### src/hdl/mcs_pkg.sv
// constants shared by the multichip sync device end and its host end
// What this block does
// - two modes: data rate, data rate over eight
// - data rate mode uses no fifo elasticity
// - multiplier clocking forces data rate mode only
// - multiplier mode: reference doubles as sync
// - 0xC0 written first selects data rate
// - status bit6 locked, bit7 lost
// - host checks locked high, lost low first
// - word-align held two words resets fifo
// - host runs sequence on each device separately
// - multiplier reference: data rate over 2^N as well
// - direct clocking: data rate over 2^N
// - host prefers fifo rate when N>=3
// - direct clocking syncs from separate reference
// - synced: same phase, aligned fifo reads
// - inputs sampled on sample clock rising edge
// - 0x80 selects fifo rate, then poll, align
// - lost latches until register overwritten
package mcs_pkg;
  localparam logic [7:0] SYNC_CTRL_OFS = 8'h10;
  localparam logic [7:0] PHASE_REQ_OFS = 8'h11;
  localparam logic [7:0] SYNC_STAT_OFS = 8'h12;
  localparam logic [7:0] PHASE_RB_OFS = 8'h13;
  localparam logic [7:0] CTRL_DATA_RATE = 8'hC0;
  localparam logic [7:0] CTRL_FIFO_RATE = 8'h80;
  localparam logic [7:0] SYNC_CTRL_RST = 8'h00;
  localparam logic [5:0] PHASE_REQ_RST = 6'h00;
  localparam int CTL_EN_BIT = 7;
  localparam int CTL_DR_BIT = 6;
  localparam int STAT_LOCK_BIT = 6;
  localparam int STAT_LOST_BIT = 7;
  localparam int FIFO_DEPTH = 8;
  localparam int FRAME_WORDS = 2;
  localparam int MAX_PLL_N = 3;
  localparam int FIFO_PREF_N = 3;
  localparam int DATA_DIV = 2;
  localparam int DATA_W = 16;
  // host controller apb map
  localparam logic [7:0] HOST_CTRL_OFS = 8'h00;
  localparam logic [7:0] HOST_STAT_OFS = 8'h04;
  localparam logic [7:0] HOST_IRQ_STAT_OFS = 8'h08;
  localparam logic [7:0] HOST_IRQ_MASK_OFS = 8'h0C;
  localparam int HC_START_BIT = 0;
  localparam int HC_FIFO_BIT = 1;
  localparam int HC_N_LSB = 2;
  localparam int IRQ_DONE_BIT = 0;
  localparam int IRQ_LOST_BIT = 1;
  localparam logic [1:0] IRQ_RST = 2'h0;
  typedef enum logic [2:0] {
    HS_IDLE, HS_WR, HS_WR_WAIT, HS_RD, HS_RD_WAIT, HS_FRAME
  } mcs_host_state_e;
endpackage

### src/hdl/mcs_link_if.sv
// link between the data source/host end and the converter sync end
`timescale 1ns/1ps
interface mcs_link_if;
  import mcs_pkg::*;
  logic sync_reference_clock;
  logic input_data_clock;
  logic [DATA_W-1:0] data;
  logic word_align;
  logic reg_req;
  logic reg_we;
  logic [7:0] reg_addr;
  logic [7:0] reg_wdata;
  logic [7:0] reg_rdata;
  logic reg_ack;
  modport dev (
    input sync_reference_clock, input input_data_clock, input data, input word_align,
    input reg_req, input reg_we, input reg_addr, input reg_wdata,
    output reg_rdata, output reg_ack
  );
  modport host (
    output sync_reference_clock, output input_data_clock, output data, output word_align,
    output reg_req, output reg_we, output reg_addr, output reg_wdata,
    input reg_rdata, input reg_ack
  );
endinterface

### src/hdl/mcs_sync_dev.sv
// converter end: clock phase alignment, sync registers and 8-deep input fifo
`timescale 1ns/1ps
module mcs_sync_dev #(
  parameter int DIV = mcs_pkg::DATA_DIV
) (
  input wire logic sys_clk_i,
  input wire logic rst_i,
  mcs_link_if.dev link,
  input wire logic pll_mode_i,
  output logic [mcs_pkg::DATA_W-1:0] dac_data_o,
  output logic [5:0] clk_phase_o,
  output logic locked_o
);
  import mcs_pkg::*;

  logic [7:0] sync_ctrl_r;
  logic [5:0] phase_req_r;
  logic locked_r;
  logic lost_r;
  logic [5:0] phase_r;
  logic [7:0] avg_cnt_r;
  logic ref_q_r;
  logic dci_q_r;
  logic frame_q_r;
  logic [DATA_W-1:0] mem_r [FIFO_DEPTH];
  logic [2:0] wr_ptr_r;
  logic [2:0] rd_ptr_r;
  logic [7:0] rdata_r;
  logic ack_r;
  logic data_rate;
  logic [5:0] period_mask;
  logic ref_rise;
  logic on_boundary;
  logic mismatch;
  logic [7:0] avg_need;
  logic wr_stat;

  // multiplier clocking can only use data rate mode
  assign data_rate = sync_ctrl_r[CTL_DR_BIT] | pll_mode_i;
  // slowest aligned clock: one data word, or eight of them
  assign period_mask = data_rate ? 6'(DIV - 1) : 6'(DIV * FIFO_DEPTH - 1);
  // all link inputs are taken on the rising sample clock edge
  assign ref_rise = link.sync_reference_clock & ~ref_q_r;
  // one reference pin serves either clocking scheme
  assign on_boundary = (phase_r & period_mask) == 6'h00;
  // a reference edge off a period boundary means phase drift
  assign mismatch = ref_rise & ~on_boundary & sync_ctrl_r[CTL_EN_BIT];
  // averaging field picks 1..128 matching edges before lock
  assign avg_need = 8'h01 << sync_ctrl_r[2:0];
  assign wr_stat = link.reg_req & link.reg_we & (link.reg_addr == SYNC_STAT_OFS);

  // edge history of the link strobes
  always_ff @(posedge sys_clk_i or posedge rst_i) begin
    if (rst_i) begin
      ref_q_r <= 1'b0;
      dci_q_r <= 1'b0;
      frame_q_r <= 1'b0;
    end else begin
      ref_q_r <= link.sync_reference_clock;
      dci_q_r <= link.input_data_clock;
      frame_q_r <= link.word_align;
    end
  end

  // clock generation phase: free run, restart at request on drift
  always_ff @(posedge sys_clk_i or posedge rst_i) begin
    if (rst_i) begin
      phase_r <= 6'h00;
    end else if (mismatch) begin
      // this edge counts as state request, so next is request+1
      phase_r <= phase_req_r + 6'h01;
    end else begin
      phase_r <= phase_r + 6'h01;
    end
  end

  // lock after enough consecutive matching reference edges
  always_ff @(posedge sys_clk_i or posedge rst_i) begin
    if (rst_i) begin
      avg_cnt_r <= 8'h00;
      locked_r <= 1'b0;
    end else if (!sync_ctrl_r[CTL_EN_BIT] || mismatch) begin
      avg_cnt_r <= 8'h00;
      locked_r <= 1'b0;
    end else if (ref_rise && !locked_r) begin
      if (avg_cnt_r + 8'h01 >= avg_need) begin
        locked_r <= 1'b1;
      end
      avg_cnt_r <= avg_cnt_r + 8'h01;
    end
  end

  // lost latches on drift after lock; overwriting the register loads it from bit 7 of the written byte
  always_ff @(posedge sys_clk_i or posedge rst_i) begin
    if (rst_i) begin
      lost_r <= 1'b0;
    end else if (mismatch && locked_r) begin
      lost_r <= 1'b1; // set wins over a same-cycle overwrite
    end else if (wr_stat) begin
      lost_r <= link.reg_wdata[STAT_LOST_BIT];
    end
  end

  // control registers written over the register port
  always_ff @(posedge sys_clk_i or posedge rst_i) begin
    if (rst_i) begin
      sync_ctrl_r <= SYNC_CTRL_RST;
      phase_req_r <= PHASE_REQ_RST;
    end else if (link.reg_req && link.reg_we) begin
      if (link.reg_addr == SYNC_CTRL_OFS) begin
        sync_ctrl_r <= link.reg_wdata; // 0xC0 data rate, 0x80 fifo rate
      end
      if (link.reg_addr == PHASE_REQ_OFS) begin
        phase_req_r <= link.reg_wdata[5:0];
      end
    end
  end

  // read data and one-cycle acknowledge; unmapped reads return zero
  // read data is captured only on a request so it stands until the next one
  always_ff @(posedge sys_clk_i or posedge rst_i) begin
    if (rst_i) begin
      rdata_r <= 8'h00;
      ack_r <= 1'b0;
    end else begin
      ack_r <= link.reg_req;
      if (link.reg_req) begin
        case (link.reg_addr)
          SYNC_CTRL_OFS: rdata_r <= sync_ctrl_r;
          PHASE_REQ_OFS: rdata_r <= {2'b00, phase_req_r};
          SYNC_STAT_OFS: rdata_r <= {lost_r, locked_r, 6'h00};
          PHASE_RB_OFS: rdata_r <= {phase_r, 2'b00};
          default: rdata_r <= 8'h00;
        endcase
      end
    end
  end

  // fifo write side, driven by the data clock rising edge
  always_ff @(posedge sys_clk_i) begin
    if (link.input_data_clock && !dci_q_r) begin
      mem_r[wr_ptr_r] <= link.data;
    end
  end

  // pointers: word-align rise realigns both so all parts read together
  always_ff @(posedge sys_clk_i or posedge rst_i) begin
    if (rst_i) begin
      wr_ptr_r <= 3'h0;
      rd_ptr_r <= 3'h0;
    end else if (link.word_align && !frame_q_r) begin
      wr_ptr_r <= 3'h0;
      // data rate keeps the read one word behind: no slack to absorb skew
      rd_ptr_r <= data_rate ? 3'(FIFO_DEPTH - 1) : 3'(FIFO_DEPTH / 2);
    end else begin
      if (link.input_data_clock && !dci_q_r) begin
        wr_ptr_r <= wr_ptr_r + 3'h1;
      end
      if ((phase_r & 6'(DIV - 1)) == 6'h00) begin
        rd_ptr_r <= rd_ptr_r + 3'h1; // reads keyed to phase
      end
    end
  end

  // fifo read at each data-word phase boundary
  always_ff @(posedge sys_clk_i or posedge rst_i) begin
    if (rst_i) begin
      dac_data_o <= '0;
    end else if ((phase_r & 6'(DIV - 1)) == 6'h00) begin
      dac_data_o <= mem_r[rd_ptr_r];
    end
  end

  assign link.reg_rdata = rdata_r;
  assign link.reg_ack = ack_r;
  assign clk_phase_o = phase_r;
  assign locked_o = locked_r;
endmodule

### src/flat_wrapper.sv
// flat-port wrapper written by rule: the top's interface ports become plain ports
module mcs_sync_dev_flat import mcs_pkg::*;
#(
  parameter int DIV = mcs_pkg::DATA_DIV
)
  (sys_clk_i, rst_i, pll_mode_i, dac_data_o, clk_phase_o, locked_o, link_sync_reference_clock, link_input_data_clock, link_data, link_word_align, link_reg_req, link_reg_we, link_reg_addr, link_reg_wdata, link_reg_rdata, link_reg_ack);
  mcs_link_if link_i ();
  input wire logic sys_clk_i;
  input wire logic rst_i;
  input wire logic pll_mode_i;
  output logic [mcs_pkg::DATA_W-1:0] dac_data_o;
  output logic [5:0] clk_phase_o;
  output logic locked_o;
  input wire logic [$bits(link_i.sync_reference_clock)-1:0] link_sync_reference_clock;
  input wire logic [$bits(link_i.input_data_clock)-1:0] link_input_data_clock;
  input wire logic [$bits(link_i.data)-1:0] link_data;
  input wire logic [$bits(link_i.word_align)-1:0] link_word_align;
  input wire logic [$bits(link_i.reg_req)-1:0] link_reg_req;
  input wire logic [$bits(link_i.reg_we)-1:0] link_reg_we;
  input wire logic [$bits(link_i.reg_addr)-1:0] link_reg_addr;
  input wire logic [$bits(link_i.reg_wdata)-1:0] link_reg_wdata;
  output wire logic [$bits(link_i.reg_rdata)-1:0] link_reg_rdata;
  output wire logic [$bits(link_i.reg_ack)-1:0] link_reg_ack;
  assign link_i.sync_reference_clock = link_sync_reference_clock;
  assign link_i.input_data_clock = link_input_data_clock;
  assign link_i.data = link_data;
  assign link_i.word_align = link_word_align;
  assign link_i.reg_req = link_reg_req;
  assign link_i.reg_we = link_reg_we;
  assign link_i.reg_addr = link_reg_addr;
  assign link_i.reg_wdata = link_reg_wdata;
  assign link_reg_rdata = link_i.reg_rdata;
  assign link_reg_ack = link_i.reg_ack;
  mcs_sync_dev #(.DIV(DIV)) u_core (.sys_clk_i(sys_clk_i), .rst_i(rst_i), .link(link_i), .pll_mode_i(pll_mode_i), .dac_data_o(dac_data_o), .clk_phase_o(clk_phase_o), .locked_o(locked_o));
endmodule
### config.mk
export PLATFORM = sky130hd
export DESIGN_NAME = mcs_sync_dev_flat
export DESIGN_NICKNAME = d
export VERILOG_FILES = /design/src/hdl/mcs_pkg.sv /design/src/hdl/mcs_link_if.sv /design/src/hdl/mcs_sync_dev.sv /design/src/flat_wrapper.sv
export SDC_FILE = /design/constraint.sdc
export NUM_CORES = 1
export LEC_CHECK = 0
export BUFFER_PORTS_ARGS = -buffer_cell sky130_fd_sc_hd__buf_2
export CORE_MARGIN = 2
export CORE_UTILIZATION = 42
export CTS_CLUSTER_DIAMETER = 50
export DETAILED_ROUTE_END_ITERATION = 8
export SETUP_SLACK_MARGIN = 0.15
export SYNTH_ARGS = -nofsm -noshare
export SYNTH_HDL_FRONTEND = slang
export SYNTH_SLANG_ARGS = --single-unit
export TNS_END_PERCENT = 10
### constraint.sdc
create_clock -name sys_clk_i -period 2.8 [get_ports sys_clk_i]
set_input_delay 0.56 -clock sys_clk_i [delete_from_list [all_inputs] [get_ports sys_clk_i]]
set_output_delay 0.56 -clock sys_clk_i [all_outputs]
set_load 0.02 [all_outputs]
Word level (Yosys, flattened, before mapping)
Memories as Yosys holds them, arrays and structs flattened. A register that Yosys moved wholly into a read port is not among the register bits.
Cells that the tools add are included.
{ "totals": {"output_inout_bits": 32, "latchBits": 0, "ramBits": 128, "in_bits": 40, "mem_count": 1, "reg_bits": 48, "word_cells": 71, "romBits": 0} }
{ "mem_list": {"columns": ["name", "depth", "width", "read_ports", "rd_clocked_by_memory_dff", "wr", "line", "source"], "rows": [
  ["u_core.mem_r", 8, 16, 1, 1, 1, "mcs_sync_dev.sv:25", "logic [DATA_W-1:0] mem_r [FIFO_DEPTH];"]
]} }
{ "classes": {"multipliers": 0, "n_bitwise": 9, "div_mod_pow": 0, "reduce_logical": 20, "addsub": 5, "n_lt_le_gt_ge": 1, "n_mux": 17, "n_shift": 1, "eq_ne": 4} }
{ "ops": {"columns": ["op", "count"], "rows": [
  ["$eq 8x5->1 const B", 4],
  ["$pmux 8 s4", 1],
  ["$mux 8", 2],
  ["$add 6x1->6 const B", 2],
  ["$logic_not 6->1", 2],
  ["$mux 3", 4],
  ["$reduce_bool 2->1", 5],
  ["$add 8x1->8 const B", 1],
  ["$ge 8x8->1", 1],
  ["$shl 1x3->8 const A", 1],
  ["$mux 1", 7],
  ["$add 3x1->3 const B", 2],
  ["$and 6x6->6", 1],
  ["$mux 6", 1],
  ["$reduce_and 2->1", 3],
  ["$and 1x1->1", 5],
  ["$logic_and 1x1->1", 5],
  ["$logic_not 1->1", 4],
  ["$mux 4", 1],
  ["$mux 2", 1],
  ["$not 1->1", 2],
  ["$logic_or 1x1->1", 1],
  ["$or 1x1->1", 1]
]} }

Longest topological paths before layout
{ "logic_depth": {"word_depth": 10, "depth_mapped": 10, "depth_no_buf": 10} }

Least setup slack after synthesis
No wires, ideal clock.
{ "synth_timing": {"path_kind": "input -> register", "from": "in link_input_data_clock", "to": "mem u_core.mem_r[0][0] (enable)", "setup_time_ps": 409, "t_arrival_ps": 2165, "path_buffers": 0, "required_ps": 2391, "stages": 3, "path_slack_ps": 226, "path_cell_list": "nor2b_1 nand2b_1 nor3_1"} }
{ "synth_via": {"elab_chain_len": 3} }
{ "synth_lines": {"columns": ["item", "line", "source"], "rows": [
  ["from (decl)", "flat_wrapper.sv:15", "input wire logic [$bits(link_i.input_data_clock)-1:0] link_input_data_clock;"],
  ["$logic_and 1x1->1", "mcs_sync_dev.sv:141", "if (link.input_data_clock && !dci_q_r) begin"],
  ["$mux 1", "mcs_sync_dev.sv:141", null],
  ["$mux 1 (implied by the code)", "mcs_sync_dev.sv:142", "mem_r[wr_ptr_r] <= link.data;"],
  ["to (decl)", "mcs_sync_dev.sv:25", null]
]} }
Every way passes these cells.

Final worst setup path
{ "layout_timing": {"from": "reg u_core.avg_cnt_r[0]", "to": "reg u_core.locked_r, in the netlist u_core.locked_o"} }
{ "layout_via": {"elab_chain_len": 4} }
{ "layout_lines": {"columns": ["item", "line", "source"], "rows": [
  ["from (decl)", "mcs_sync_dev.sv:21", "logic [7:0] avg_cnt_r;"],
  ["from (signal assigned)", "mcs_sync_dev.sv:89", "avg_cnt_r <= avg_cnt_r + 8'h01;"],
  ["$add 8x1->8", "mcs_sync_dev.sv:86", "if (avg_cnt_r + 8'h01 >= avg_need) begin"],
  ["$ge 8x8->1", "mcs_sync_dev.sv:86", null],
  ["$reduce_bool 2->1 (no source line)", null, null],
  ["$reduce_and 2->1 (no source line)", null, null],
  ["to (signal assigned)", "mcs_sync_dev.sv:81", "locked_r <= 1'b0;"],
  ["to (signal assigned)", "mcs_sync_dev.sv:84", "locked_r <= 1'b0;"],
  ["to (signal assigned)", "mcs_sync_dev.sv:87", "locked_r <= 1'b1;"],
  ["to (decl)", "mcs_sync_dev.sv:18", "logic locked_r;"]
]} }
Every way passes these cells.
A chain may end at the register's enable or synchronous reset.

==> out/qor.txt <==
DRC viols: 0
Final GP Congestion: 0.760
max-cap viol count: 0
top_reg_cell synth: edfxtp_1
M3 GR Usage: 0.0449
skew final: 9.39 ps
Area Growth Syn to Fin: 15.9%
Fin Setup TNS: 0 ps
CTS H-tree lvls: 4
vias in the first global route: 4,590
clk buf depth: 2
placed instance area: 0.00864 sq mm
DR vias: 4,352
RSZ-0062 raised after global routing: false
#FFs+latches synth: 192
met2 usage in global routing: 0.298
Detailed Routing Iterations Pass 1: 4
max incr delay on CP: 420 ps
core area: 0.0186 sq mm
Syn Area/Cell: 16.5 sq um
initial antenna violation count: 0
Worst-Margin Slew: 655 ps
Setup crit start kind: flop
FMAX: 0.452 GHz
clock buffer count from CTS: 17
drt total wl: 15,900 um
final max-slew violation count: 0
Worst-path clk slew: 70 ps
mapped cell area: 0.00794 sq mm
Req. time, crit path: 3080 ps
PostCTS Resize Cnt: 0
placed insts: 780
GRT Total Usage: 0.170
port buffer count: 71
drt wl/cell: 19.6 um
Crit-path slowest cell: dfrtp_1
final setup fails: 0
Routed Antenna Nets: 0
Power Density: 787 mW/mm^2
Post-synth ARST share: 0.333
Yosys warnings: 0
CTS tree: done
cells along the critical path: ha_1 > nand3_1 > nor2_1 > xor2_1 > ha_1 > a21oi_1 > o21ai_0 > nor3_1 > and2_0 > a311oi_1
number of synthesized flops with an enable pin: 128
Hold Buf Count CTS: 0
met1 Use GR: 0.212
grt total ovfl: 0
Clock Latency Late Sink: 420 ps
share of cells above drive strength 1: 0.300
busiest layer in global routing: met2
cell mode on critical path: ha_1
Die ar.: 0.0200 sq mm
worst hold path class: input pin to asynchronous set/reset pin
Worst Path Arrival: 2490 ps
global-route wire length before repair: 25,400 um
peak supply drop: 0.000503 V
Unique masters post-synth: 46
WS Path Type: flop to flop
Max-slew headroom: 0.562
crit path time final: 2210 ps
I/O pin count: 72
design area: 0.00920 sq mm
clk root buf: clkbuf_16
initial core utilization: 0.426
Sink Count: 192
ant diodes: 0
width of the die: 141 um
Via density: 5.37
Mapped Cells: 482
static leakage: 0.00352 uW
Post-CTS Setup Inserts: 0
largest net degree at the start of global routing: 42
sequential fraction of the synthesis area: 0.686
Rows: 50
Final Hold Vio Count: 0
status: complete, no violations
drt initial violations: 178
Worst setup EP type: flop
non-filler instance count after layout: 811
Final nets: 617
final critical-path share of the clock period: 0.790
chip height: 141 um
CP max FO: 6
Synth Net Count: 534
DP Wirelength: 10,000 um
## area by class of cell
| class | instances | area (sq um) |
|---|---|---|
| tap | 234 | 293 |
| multi-input combinational | 254 | 2350 |
| timing repair buffer | 87 | 500 |
| clock inverter | 9 | 101 |
| sequential | 192 | 5450 |
| inverter | 13 | 48.8 |
| fill | 1632 | 9450 |
| clock buffer | 22 | 454 |
## through the flow
step           setup slack, ps  hold slack, ps   util  total power, uW
4_1_cts                    599             241  0.493             7330
3_5_place_dp               428             468  0.463             5030
2_1_floorplan              226             459      -             4520
5_1_grt                    380             236  0.493             7570
6_report                   588             228  0.493             7240
3_3_place_gp               488             466  0.463             5010
## report_power, final
group / internal, uW / switching [uW] / total (uW) / leakage [uW]
logic: 657 / 794 / 1450 / 0.00128
clock network: 1270 / 1020 / 2290 / 0.000261
registers: 3280 / 214 / 3500 / 0.00198
## final timing paths
| kind | from | end | slack, ps | cells past startpoint |
|---|---|---|---|---|
| worst max-delay path | u_core.avg_cnt_r[0]$_DFFE_PP0P_ | u_core.locked_o$_DFFE_PP0P_ | 590 | 10 |
| worst min-delay path | rst_i | u_core.dac_data_o[13]$_DFFE_PP0N_ | 230 | 2 |
| worst max register to register | u_core.avg_cnt_r[0]$_DFFE_PP0P_ | u_core.locked_o$_DFFE_PP0P_ | 590 | 10 |
| worst min register to register | u_core.dac_data_o[15]$_DFFE_PP0N_ | u_core.dac_data_o[15]$_DFFE_PP0N_ | 480 | 2 |
| max in group asynchronous | rst_i | u_core.rd_ptr_r[0]$_DFFE_PP0P_ | 1910 | 3 |
| min in group sys_clk_i | link_word_align | u_core.frame_q_r$_DFF_PP0_ | 260 | 1 |
## registers in the layout, summed over array words and instances (netlist names), 3 cells and up
| register | cells |
|---|---|
| u_core.rd_ptr_r | 3 |
| u_core.wr_ptr_r | 3 |
| u_core.sync_ctrl_r | 8 |
| u_core.link.reg_rdata | 8 |
| u_core.avg_cnt_r | 8 |
| u_core.clk_phase_o | 6 |
| u_core.mem_r | 128 |
| u_core.dac_data_o | 16 |
| u_core.phase_req_r | 6 |
## cell families after synthesis
group,count (synthesis),synth area share
muxes,78,0.152
adders and majority gates,12,0.0189
DFF,192,0.686
xor gates and xnor gates,14,0.0155
AOI/OAI and AO/OA,56,0.0438
and+or+nand+nor,94,0.0646
buffers and inverters,36,0.0188
## worst max-delay path: cells and delay by family, from the launching register on
family / cells / cell delay (ps)
fa+ha+maj: 2 / 560
flops: 1 / 420
xor+xnor: 1 / 220
compound gates: 3 / 260
simple gates: 4 / 630
## per-layer routing
metal	vias up	wire (um)
li1	1999	-
met1	2246	6960
met2	97	8120
met3	10	689
met4	0	146
met5	-	0
## cell usage after synthesis (all sizes together) (4+ instances only)
| master | instances | area (sq um) |
|---|---|---|
| inv | 13 | 48.8 |
| xor2 | 5 | 43.8 |
| nand3 | 9 | 45.0 |
| nor2 | 18 | 67.6 |
| mux2i | 24 | 240 |
| nor2b | 5 | 31.3 |
| clkbuf | 13 | 48.8 |
| nand2b | 5 | 31.3 |
| o22ai | 6 | 37.5 |
| o21ai | 29 | 145 |
| ha | 12 | 150 |
| a22o | 5 | 43.8 |
| edfxtp | 128 | 3840 |
| buf | 10 | 51.3 |
| mux4 | 32 | 721 |
| xnor2 | 9 | 78.8 |
| a22oi | 4 | 30.0 |
| mux2 | 22 | 248 |
| nor3 | 7 | 46.3 |
| nand3b | 4 | 30.0 |
| dfrtp | 64 | 1600 |
| nand2 | 30 | 113 |
## cell usage in the layout (no fill, tap or decap), drive strengths merged, types with 6 or more instances in the layout
master	count
inv	17
mux2	22
o21ai	29
ha	12
nand2	30
buf	87
clkbuf	22
edfxtp	128
nand3	9
nor3	7
mux2i	24
mux4	32
o22ai	6
nor2	18
dfrtp	64
xnor2	9
Note: power is estimated with default switching activity, not from simulation.
